--- config.mk ---
export PLATFORM = sky130hd
export DESIGN_NAME = drf_regfile
export DESIGN_NICKNAME = d
export VERILOG_FILES = /design/src/drf_pkg.sv /design/src/drf_regfile.sv /design/src/drf_port.sv
export SDC_FILE = /design/constraint.sdc
export NUM_CORES = 2
export LEC_CHECK = 0
export ABC_AREA = 1
export BUFFER_PORTS_ARGS = -buffer_cell sky130_fd_sc_hd__buf_2
export CORE_ASPECT_RATIO = 0.9
export CORE_UTILIZATION = 30
export DETAILED_ROUTE_END_ITERATION = 8
export PLACE_DENSITY = 0.45
export SLEW_MARGIN = 25
export SYNTH_ARGS = -nofsm -noshare
export SYNTH_HDL_FRONTEND = slang
export SYNTH_SLANG_ARGS = --single-unit
export TNS_END_PERCENT = 10
--- constraint.sdc ---
create_clock -name sys_clk -period 22.1 [get_ports sys_clk]
set_input_delay 1.105 -clock sys_clk [delete_from_list [all_inputs] [get_ports sys_clk]]
set_output_delay 1.105 -clock sys_clk [all_outputs]
set_load 0.1 [all_outputs]
--- src/drf_pkg.sv ---
// Constants and types for the data register file with port read-modify-write
package drf_pkg;
    // Contract
    // - Data memory is a register file of special-function and general-purpose registers.
    // - Timer, program counter, status, ports and indirect pointer are special-function registers.
    // - Smallest variant: 7 special-function plus 25 general-purpose registers, 32 locations.
    // - Third-port variant: 8 special-function plus 24 general-purpose registers.
    // - Larger variants add up to 48 banked general-purpose registers.
    // - Every location is reachable directly or through the indirect pointer.
    // - Bit set or clear on a port reads all bits, changes one, writes whole byte.
    // - Input pins being read during such an operation load their level into the latch.
    // - Input pins are unaffected by latch writes until switched to output.
    // - Clearing bit 7 then 6 on pulled-up inputs leaves latch 7:6 at 10.
    // - Port writes land at cycle end; port reads sample pins at cycle start (here reads sample pins at the clock edge that ends the cycle).

    localparam int DRF_DW      = 8;
    localparam int DRF_AW      = 5;
    localparam int DRF_BANK_W  = 2;
    localparam int DRF_BIT_W   = 3;
    localparam int DRF_NPORT   = 3;
    localparam int DRF_DEPTH   = 32;
    localparam int DRF_BANKED  = 16;

    // Special-function register addresses and general-register region bounds
    localparam logic [4:0] DRF_A_INDIRECT = 5'h00;
    localparam logic [4:0] DRF_A_TIMER    = 5'h01;
    localparam logic [4:0] DRF_A_PCL      = 5'h02;
    localparam logic [4:0] DRF_A_STATUS   = 5'h03;
    localparam logic [4:0] DRF_A_POINTER  = 5'h04;
    localparam logic [4:0] DRF_A_PORT0    = 5'h05;
    localparam logic [4:0] DRF_A_PORT2    = 5'h07;
    localparam logic [4:0] DRF_A_GPR_BASE = 5'h08;
    localparam logic [4:0] DRF_A_SHARED_TOP = 5'h0f;
    localparam logic [4:0] DRF_A_BANK_BASE  = 5'h10;

    localparam logic [7:0] DRF_ZERO_BYTE   = 8'h00;
    localparam logic [7:0] DRF_ALL_INPUT   = 8'hff;
    localparam logic [7:0] DRF_STATUS_RST  = 8'h18;
    localparam logic [7:0] DRF_OPTION_RST  = 8'h3f;
    localparam logic [7:0] DRF_POINTER_RST = 8'he0;
    localparam logic [7:0] DRF_ONE_BYTE    = 8'h01;
    localparam int         DRF_PTR_BANK_LSB = 5;

    typedef enum logic [2:0] {
        DRF_OP_NONE,
        DRF_OP_WRITE,
        DRF_OP_BIT_CLEAR,
        DRF_OP_BIT_SET,
        DRF_OP_LOAD_DIR,
        DRF_OP_LOAD_OPTION
    } drf_op_e;
endpackage : drf_pkg

--- src/drf_regfile.sv ---
// Register file with special-function registers, banked storage and port access
`timescale 1ns/1ns
`default_nettype none
module drf_regfile
    import drf_pkg::*;
#(
    parameter int  NPORT      = DRF_NPORT,
    parameter int  NBANK_BITS = DRF_BANK_W,
    parameter bit  BANKED_EN  = 1'b1
) (
    // Clock and reset
    input  wire logic              sys_clk,
    input  wire logic              rst,
    input  wire logic              clk_en,
    // Core request, one per instruction cycle
    input  wire drf_op_e           op,
    input  wire logic [DRF_AW-1:0] addr,
    input  wire logic [DRF_DW-1:0] wdata,
    input  wire logic [DRF_BIT_W-1:0] bit_sel,
    input  wire logic [DRF_DW-1:0] pc_low,
    output var  logic [DRF_DW-1:0] rdata,
    // Status and option
    output var  logic [DRF_DW-1:0] status_q,
    output var  logic [DRF_DW-1:0] option_q,
    // Port pins
    input  wire logic [NPORT*DRF_DW-1:0] pin_in,
    output var  logic [NPORT*DRF_DW-1:0] pin_out,
    output var  logic [NPORT*DRF_DW-1:0] pin_oe
);
    localparam int NB   = 1 << NBANK_BITS;
    localparam int NLOC = NB * DRF_BANKED;
    localparam int OFS_W = $clog2(DRF_BANKED);
    localparam int SHR_W = $clog2(DRF_BANKED/2);

    // Storage
    logic [DRF_DW-1:0] gpr_ff [NLOC];
    logic [DRF_DW-1:0] nxt_gpr [NLOC];
    logic [DRF_DW-1:0] shared_ff [DRF_BANKED/2];
    logic [DRF_DW-1:0] nxt_shared [DRF_BANKED/2];
    logic [DRF_DW-1:0] spare_ff;
    logic [DRF_DW-1:0] nxt_spare;
    // Special registers
    logic [DRF_DW-1:0] timer_ff;
    logic [DRF_DW-1:0] nxt_timer;
    logic [DRF_DW-1:0] status_ff;
    logic [DRF_DW-1:0] nxt_status;
    logic [DRF_DW-1:0] pointer_ff;
    logic [DRF_DW-1:0] nxt_pointer;
    logic [DRF_DW-1:0] option_ff;
    logic [DRF_DW-1:0] nxt_option;

    // Decode and datapath
    logic [DRF_AW-1:0] eff_addr;
    logic [NBANK_BITS-1:0] bank;
    logic [DRF_DW-1:0] rd_val;
    logic [DRF_DW-1:0] mod_val;
    logic              wr;
    logic [NPORT-1:0]  latch_we;
    logic [NPORT-1:0]  dir_we;

    // Port number of an address, or NPORT when not a port
    function automatic int port_of(input logic [DRF_AW-1:0] a);
        int r;
        r = NPORT;
        if (a >= DRF_A_PORT0 && a < DRF_A_PORT0 + NPORT[DRF_AW-1:0])
            r = int'(a - DRF_A_PORT0);
        return r;
    endfunction

    // Smallest variant keeps a general register where the third port would sit
    function automatic logic is_spare(input logic [DRF_AW-1:0] a);
        return (NPORT < DRF_NPORT) && (a == DRF_A_PORT2);
    endfunction

    // Banked storage from the bank base up
    function automatic logic is_banked(input logic [DRF_AW-1:0] a);
        return a >= DRF_A_BANK_BASE;
    endfunction

    function automatic logic is_shared(input logic [DRF_AW-1:0] a);
        return (a >= DRF_A_GPR_BASE) && (a <= DRF_A_SHARED_TOP);
    endfunction

    // Indirect addressing through the pointer
    always_comb begin
        eff_addr = (addr == DRF_A_INDIRECT) ? pointer_ff[DRF_AW-1:0] : addr;
        bank = BANKED_EN ? pointer_ff[DRF_PTR_BANK_LSB +: NBANK_BITS] : '0;
    end

    // Read mux; port reads see the pins as sampled this cycle
    always_comb begin
        rd_val = DRF_ZERO_BYTE;
        if (port_of(eff_addr) < NPORT) begin
            rd_val = pin_in[port_of(eff_addr)*DRF_DW +: DRF_DW];
        end else begin
            case (eff_addr)
                DRF_A_INDIRECT: rd_val = DRF_ZERO_BYTE;
                DRF_A_TIMER:    rd_val = timer_ff;
                DRF_A_PCL:      rd_val = pc_low;
                DRF_A_STATUS:   rd_val = status_ff;
                DRF_A_POINTER:  rd_val = pointer_ff;
                default: begin
                    if (is_banked(eff_addr))
                        rd_val = gpr_ff[{bank, eff_addr[OFS_W-1:0]}];
                    else if (is_shared(eff_addr))
                        rd_val = shared_ff[eff_addr[SHR_W-1:0]];
                    else if (is_spare(eff_addr))
                        rd_val = spare_ff;
                    else
                        rd_val = DRF_ZERO_BYTE;
                end
            endcase
        end
    end

    // Read-modify-write: whole byte read, one bit changed, whole byte written
    always_comb begin
        mod_val = wdata;
        wr = 1'b0;
        case (op)
            DRF_OP_WRITE: begin
                wr = 1'b1;
            end
            DRF_OP_BIT_CLEAR: begin
                mod_val = rd_val & ~(DRF_ONE_BYTE << bit_sel);
                wr = 1'b1;
            end
            DRF_OP_BIT_SET: begin
                mod_val = rd_val | (DRF_ONE_BYTE << bit_sel);
                wr = 1'b1;
            end
            default: begin
                wr = 1'b0;
            end
        endcase
    end

    // Next state of the special and general registers
    always_comb begin
        nxt_timer   = timer_ff + DRF_ONE_BYTE;
        nxt_status  = status_ff;
        nxt_pointer = pointer_ff;
        nxt_option  = (op == DRF_OP_LOAD_OPTION) ? wdata : option_ff;
        nxt_gpr     = gpr_ff;
        nxt_shared  = shared_ff;
        nxt_spare   = spare_ff;
        if (wr) begin
            case (eff_addr)
                DRF_A_TIMER:   nxt_timer = mod_val;
                DRF_A_STATUS:  nxt_status = mod_val;
                DRF_A_POINTER: nxt_pointer = mod_val;
                default: begin
                    if (is_banked(eff_addr))
                        nxt_gpr[{bank, eff_addr[OFS_W-1:0]}] = mod_val;
                    else if (is_shared(eff_addr))
                        nxt_shared[eff_addr[SHR_W-1:0]] = mod_val;
                    else if (is_spare(eff_addr))
                        nxt_spare = mod_val;
                end
            endcase
        end
    end

    always_ff @(posedge sys_clk or posedge rst) begin
        if (rst) begin
            timer_ff   <= DRF_ZERO_BYTE;
            status_ff  <= DRF_STATUS_RST;
            pointer_ff <= DRF_POINTER_RST;
            option_ff  <= DRF_OPTION_RST;
            for (int i = 0; i < NLOC; i++) gpr_ff[i] <= DRF_ZERO_BYTE;
            for (int i = 0; i < DRF_BANKED/2; i++) shared_ff[i] <= DRF_ZERO_BYTE;
            spare_ff   <= DRF_ZERO_BYTE;
        end else if (clk_en) begin
            timer_ff   <= nxt_timer;
            status_ff  <= nxt_status;
            pointer_ff <= nxt_pointer;
            option_ff  <= nxt_option;
            gpr_ff     <= nxt_gpr;
            shared_ff  <= nxt_shared;
            spare_ff   <= nxt_spare;
        end
    end

    // Read data registered, available the cycle after the request
    logic [DRF_DW-1:0] rdata_ff;
    logic [DRF_DW-1:0] nxt_rdata;

    always_comb begin
        nxt_rdata = rd_val;
    end

    always_ff @(posedge sys_clk or posedge rst) begin
        if (rst) begin
            rdata_ff <= DRF_ZERO_BYTE;
        end else if (clk_en) begin
            rdata_ff <= nxt_rdata;
        end
    end
    assign rdata    = rdata_ff;
    assign status_q = status_ff;
    assign option_q = option_ff;

    // Ports
    genvar p;
    generate
        for (p = 0; p < NPORT; p++) begin : g_port
            assign latch_we[p] = wr && (port_of(eff_addr) == p);
            assign dir_we[p]   = (op == DRF_OP_LOAD_DIR) && (port_of(addr) == p);
            drf_port #(.W(DRF_DW)) u_port (
                .sys_clk   (sys_clk),
                .rst       (rst),
                .clk_en    (clk_en),
                .latch_we  (latch_we[p]),
                .latch_din (mod_val),
                .dir_we    (dir_we[p]),
                .dir_din   (wdata),
                .latch_q   (),
                .dir_q     (),
                .pin_out   (pin_out[p*DRF_DW +: DRF_DW]),
                .pin_oe    (pin_oe[p*DRF_DW +: DRF_DW])
            );
        end
    endgenerate
endmodule : drf_regfile
`default_nettype wire

--- src/drf_port.sv ---
// One bidirectional port: output latch, direction register and pin drivers
`timescale 1ns/1ns
`default_nettype none
module drf_port
    import drf_pkg::*;
#(
    parameter int W = DRF_DW
) (
    // Clock and reset
    input  wire logic         sys_clk,
    input  wire logic         rst,
    input  wire logic         clk_en,
    // Core side
    input  wire logic         latch_we,
    input  wire logic [W-1:0] latch_din,
    input  wire logic         dir_we,
    input  wire logic [W-1:0] dir_din,
    output var  logic [W-1:0] latch_q,
    output var  logic [W-1:0] dir_q,
    // Pins
    output var  logic [W-1:0] pin_out,
    output var  logic [W-1:0] pin_oe
);
    logic [W-1:0] latch_ff;
    logic [W-1:0] nxt_latch;
    logic [W-1:0] dir_ff;
    logic [W-1:0] nxt_dir;

    always_comb begin
        nxt_latch = latch_we ? latch_din : latch_ff;
        nxt_dir   = dir_we ? dir_din : dir_ff;
    end

    always_ff @(posedge sys_clk or posedge rst) begin
        if (rst) begin
            latch_ff <= '0;
            dir_ff   <= '1;
        end else if (clk_en) begin
            latch_ff <= nxt_latch;
            dir_ff   <= nxt_dir;
        end
    end

    genvar g;
    generate
        for (g = 0; g < W; g++) begin : g_pin
            assign pin_oe[g] = ~dir_ff[g];
        end
    endgenerate

    assign pin_out = latch_ff;
    assign latch_q = latch_ff;
    assign dir_q   = dir_ff;
endmodule : drf_port
`default_nettype wire

* Word-level counts from Yosys, hierarchy flattened
Cells that the tools add are included.
** Storage, ports and cells
- Register bits :: 664
- Logic and storage cells :: 196
- Bits in latches :: 0
- Memories kept :: 0
- ROM bits :: 0
- Output and inout port bits :: 72
- Input bits :: 54
- Bits in writable memories :: 0
** Operators by class
- Multiply operators :: 0
- $add $sub $neg :: 3
- Muxes and demuxes :: 24
- Bitwise logic cells :: 31
- Shift operators :: 2
- Reduce and logical (&&, ||, !) cells :: 28
- Divide/modulo/power cells :: 0
- Equal/unequal tests :: 13
- Magnitude comparators :: 12
** Operators by type and width (number)
- $bwmux W512 :: 1
- $mux W8 :: 11
- $bwmux W64 :: 1
- $eq A32 B2 Y1 const B :: 2
- $eq A32 B3 Y1 const B :: 2
- $logic_not A32 Y1 :: 2
- $mux W32 :: 2
- $bmux W8 S6 :: 1
- $demux W8 S6 :: 1
- $pmux W8 S5 :: 1
- $lt A32 B3 Y1 const B :: 1
- $shiftx A24 B32 Y8 :: 1
- $mux W29 :: 1
- $not A1 Y1 :: 26
- $bmux W8 S3 :: 1
- $demux W8 S3 :: 1
- $pmux W8 S2 :: 1
- $reduce_and A2 Y1 :: 7
- $sub A5 B3 Y6 const B :: 2
- $logic_and A1 B1 Y1 :: 11
- $eq A5 B2 Y1 const B :: 2
- $ge A5 B3 Y1 const B :: 2
- $logic_not A5 Y1 :: 2
- $lt A5 B4 Y1 const B :: 2
- 25 further kinds :: 29

* Longest topological paths before layout
- Depth in word-level cells :: 14
- Depth in mapped cells :: 28
- Depth with buffers taken out :: 25

* By module
Synthesis repeated with hierarchy kept, for this count alone.
** Second synthesis, totals
- Cell total of the unflattened synthesis :: 4676
- Area, all modules :: 33505.9 µm²
** By module, submodules not included
- drf_regfile :: area each 31268.7 µm², seq. area each 15428.5 µm², cells each 4415, times used 1
- drf_port :: area each 745.7 µm², seq. area each 410.4 µm², cells each 87, times used 3

* Worst setup path before layout
OpenSTA, ideal clock, no wires.
- Path kind :: input to register
- From :: input addr[0]
- To :: register gpr_ff[12] in the netlist's numbering
- Data arrival time :: 4.025 ns
- Slack :: 17.936 ns
- Library setup time :: 0.138 ns
- Buffers on the path :: 6
- Stages on the path :: 24
- Required time :: 21.962 ns
- Cells stage by stage :: inv_1 -> ha_1 -> inv_1 -> nor2_4 -> nand2_2 -> nand2_2 -> nand2_4 -> buf_6 -> buf_2 -> buf_4 -> ha_1 -> nand2_1 -> nand2_1 -> nor2_2 -> nor2_1 -> o21bai_4 -> buf_4 -> nand2_1 -> nand2_1 -> nand2_1 -> nand2_1 -> buf_4 -> buf_2 -> a31oi_1
** Between the ends
- Cells in the longest elaborated chain, start to end :: 13
- Elaborated cells between the ends (all ways) :: 43
- Classes of those cells :: 1 x add/sub; 8 x order compare; 4 x eq/ne; 1 x shift; 17 x mux; 5 x bitwise; 7 x reduce/logical
** Ends and longest elaborated chain
- from (decl) :: line drf_regfile.sv:17 : input wire logic [DRF_AW-1:0] addr,
- $logic_not A5 Y1 :: line drf_regfile.sv:86 : eff_addr = (addr == DRF_A_INDIRECT) ? pointer_ff[DRF_AW-1:0] : addr;
- $mux W5 (*) :: line drf_regfile.sv:86
- branches (longest 11 deep; another with $lt A32 B3 Y1)
- to (signal assigned) :: line drf_regfile.sv:178 : gpr_ff <= nxt_gpr;
- to (decl) :: line drf_regfile.sv:36 : logic [DRF_DW-1:0] gpr_ff [NLOC];
Mark *: on every way between the ends. The select of a mux whose other input is x is not followed.
A chain may end at the register's enable or synchronous reset.

* Worst setup path in the final report
- From :: input addr[0]
- To :: register gpr_ff[249] in the netlist's numbering
The elaborated chain is that of the path after synthesis.

==> key figures <==
Die
  – Initial Utilization: 0.305
  – Die ar.: 111000 um2
  – Row cnt: 114
  – Die span in y: 316 um
  – Die Span X: 351 um
  – Core Box Area: 108000 um2
  – IO Count: 126

Placed design
  – Post-DP HPWL: 71.0 mm
  – Final Wtd Congestion: 0.825
  – I/O Buffers: 125

Synth
  – Register area share after synthesis: 0.507
  – Synth top area share: 0.479
  – Top post-synthesis cells by count: 1495 x nand2_1, 690 x nor2_1, 629 x dfrtp_1, 584 x a31oi_1, 168 x buf_2
  – Post-Syn Area per Cell: 7.74 um2
  – Post-synth cell types: 40
  – Yosys warning total: 0
  – Post-synthesis register bit count: 664
  – Syn Nets: 4313
  – Fraction of registers with async set/reset: 1.00
  – Cells after Synth: 4251
  – Count leader, synth: nand2_1
  – Ys flop type: dfrtp_1
  – Top cells by area, synth: dfrtp_1 48%, nand2_1 17%, a31oi_1 11%
  – EDFF count, synth: 0
  – Post-Syn Area: 32900 um2
  – Yosys top cell by area: dfrtp_1

Routing
  – Detail Route Antenna Nets: 0
  – DR vias: 28849
  – Post-DR wirelength/cell: 20.8 um
  – DRT Pass-1 Iters: 6
  – DRT iter0 DRCs: 2484
  – Vias/cell: 5.06
  – Total Routed Length: 119 mm
  – # DRC: 0

Critical path
  – Slowest cell on crit path: nand2_8
  – Most used cell, CP: nand2_1
  – R2R Setup Slk: 16370 ps
  – Reg2reg start: pointer_ff[0]$_DFFE_PP0P_
  – Worst path required time: 22590 ps
  – Startpoint types: input port
  – WP depth: 24
  – R2r worst-path depth: 19
  – Crit Path Class: in -> reg
  – Max stage delay on crit path: 710 ps
  – Worst-path maximum fanout: 126
  – Critical path buffers and inverters: 5
  – Top cell family by delay on the critical path: simple AND/OR/NAND/NOR gates
  – Crit end category: register
  – CP cell instances: buf_2 -> inv_1 -> ha_1 -> inv_1 -> nor2_4 -> nand3_2 -> nand2_8 -> buf_12 -> buf_4 -> nand2_1 -> o211ai_1 -> nand2_1 -> o21ai_1 -> nand2_1 -> nor2_1 -> nand3_1 -> nand2_1 -> nand2_1 -> nand2_1 -> nand2_1 -> nand2_4 -> nand2_2 -> nand2_1 -> o21ai_0
  – Crit path from: addr[0]
  – CP Capture Point: gpr_ff[249]$_DFFE_PP0P_
  – Worst EP arrival: 7020 ps
  – R2r endpoint: gpr_ff[249]$_DFFE_PP0P_

Timing
  – Setup TNS: 0 ps
  – Final hold slack: 479 ps
  – Fin. max-slew vios: 0
  – Min Tclk post-route: 6530 ps
  – Hold Vio Cnt, Final: 0
  – RSZ-0062 raised after global routing: false
  – Final Skew: 35.3 ps
  – Crit share post-route: 0.295
  – Tightest Pin Transition: 1020 ps
  – Maximum operating frequency: 153 MHz
  – Final setup vio count: 0
  – Slew margin rel.: 0.317

Final layout
  – Area Overhead vs Synth: 12.5%
  – Nets: 4256
  – Layout Utilization: 0.343
  – FF+latch area: 16700 um2
  – Layout cell share with drive strength beyond 1: 0.117
  – # fillers: 11659
  – Multi-input gate area: 14500 um2

Job
  – MaxCap Viol Count: 0

Global route
  – Pin count of the biggest net entering global routing: 161
  – Initial antenna violation count: 1
  – Vias in the first global route: 28223
  – Tot GR Track Use: 0.214
  – GRT Residual Overflow: 0
  – First-pass GRT wire length: 182 mm

Clocking
  – TritonCTS Sinks: 664
  – Clk pin slew, worst setup/hold paths: 60 ps
  – Root buffer selected by CTS: clkbuf_16
  – Number of H-tree levels: 3
  – Post-CTS setup buffer count: 0
  – Deepest clock path buffer count: 3
  – Worst-Skew Late Latency: 650 ps
  – Post_cts resized: 0
  – CTS Hold Buffers Added: 0
  – Clock buffer count from CTS: 77
  – CTS tree: done

Power
  – Seq pwr share: 0.431
  – Switch Pwr: 1030 uW
  – Sw frac: 0.316
  – Clk pwr share: 0.403
  – Pwr/cell area: 87.9 nW/um2
  – Combinational share of power: 0.165
  – VDD IR-drop max: 0.0556 mV
  – Internal: 2220 uW
  – Leakage: 0.0177 uW

Worst hold path
  – HP Class: reg -> reg

Run status
  – Run status: finished clean
==> cell families after synthesis <==
logic type	share of synthesized area
xor gates and xnor gates	0.00160
adders and majority gates	0.00304
and+or+nand+nor	0.289
DFF	0.507
buffers and inverters	0.0585
AOI/OAI and AO/OA	0.141
==> metal layers <==
layer  share of wire  vias to the layer above  GRT usage
li1                -                    13912          -
met1            0.49                    14106      0.315
met2            0.44                      690      0.331
met3           0.050                      141     0.0296
met4           0.020                        0     0.0476
met5               0                        -          0
==> final cells by class <==
type / count / share of cell area
multi-input combinational: 3170 / 0.392
clock inverter: 25 / 0.00660
sequential: 664 / 0.450
antenna: 1 / 0.0000677
clock buffer: 116 / 0.0623
timing repair buffer: 171 / 0.0281
tap: 1450 / 0.0491
inverter: 110 / 0.0114
==> power groups by stage <==
stage	logic, uW	clock network [uW]	registers, uW
floorplan	292	0	1520
CTS	540	1330	1400
global route	589	1380	1420
finish	538	1310	1400
global placement	535	0	1420
detailed placement	539	0	1420
==> state kept, by name, indices dropped and copies added (netlist names) <==
register,flops
shared_ff,64
option_q,8
rdata,8
g_port.u_port.dir_q,24
timer_ff,8
g_port.u_port.latch_q,24
status_q,8
gpr_ff,512
pointer_ff,8
==> worst reg2reg max path: stages, from the launching register on <==
cell      delay (ps)
dfrtp_1          390
nand3_2          510
nand2_8          720
buf_12           570
buf_4            720
nand2_1          110
o211ai_1         110
nand2_1           70
o21ai_1          130
nand2_1           80
nor2_1           280
nand3_1          200
nand2_1          100
nand2_1           60
nand2_1           70
nand2_1           80
nand2_4          680
nand2_2          450
nand2_1          140
o21ai_0          100
==> stage by stage <==
step	cells	power, uW	setup slack [ps]	instance area (um2)
after floorplan	4251	1810	2440	32900
after global placement	5564	1960	15100	34400
after detailed placement	5564	1960	14950	34400
after CTS	5705	3280	15630	36900
after global routing	5706	3390	15190	37000
final	5707	3250	15570	37000
==> worst min path at each step <==
stage | start | end | slack (ps) | depth (start not counted)
3_5_place_dp | g_port[1].u_port.latch_q[3]$_DFFE_PP0P_ | g_port[1].u_port.latch_q[3]$_DFFE_PP0P_ | 470 | 2
4_1_cts | pointer_ff[7]$_DFFE_PP1P_ | pointer_ff[7]$_DFFE_PP1P_ | 480 | 2
3_3_place_gp | pointer_ff[7]$_DFFE_PP1P_ | pointer_ff[7]$_DFFE_PP1P_ | 470 | 2
6_report | g_port[1].u_port.latch_q[7]$_DFFE_PP0P_ | g_port[1].u_port.latch_q[7]$_DFFE_PP0P_ | 480 | 2
5_1_grt | g_port[1].u_port.latch_q[3]$_DFFE_PP0P_ | g_port[1].u_port.latch_q[3]$_DFFE_PP0P_ | 490 | 2
2_1_floorplan | pointer_ff[7]$_DFFE_PP1P_ | pointer_ff[7]$_DFFE_PP1P_ | 450 | 2
==> cell usage in the layout (no fill, tap or decap), types with 6 or more instances in the layout <==
cell          n
nand2_1    1481
nor2_1      683
dfrtp_1     629
a31oi_1     583
buf_2       125
o21ai_0      85
inv_1        78
clkbuf_16    78
nor2_2       76
a21oi_1      53
nand3_1      52
buf_4        41
dfstp_2      35
inv_2        27
clkbuf_8     21
nor3_1       18
nand2_4      17
o22ai_1      17
clkbuf_1     17
clkinv_2     16
or2_2        14
o21ai_1      13
nand4_1      13
nand2_2       8
ha_1          8
nor2_4        6
nor3_2        6
o211ai_1      6
Power figures use the tool's default switching activity.
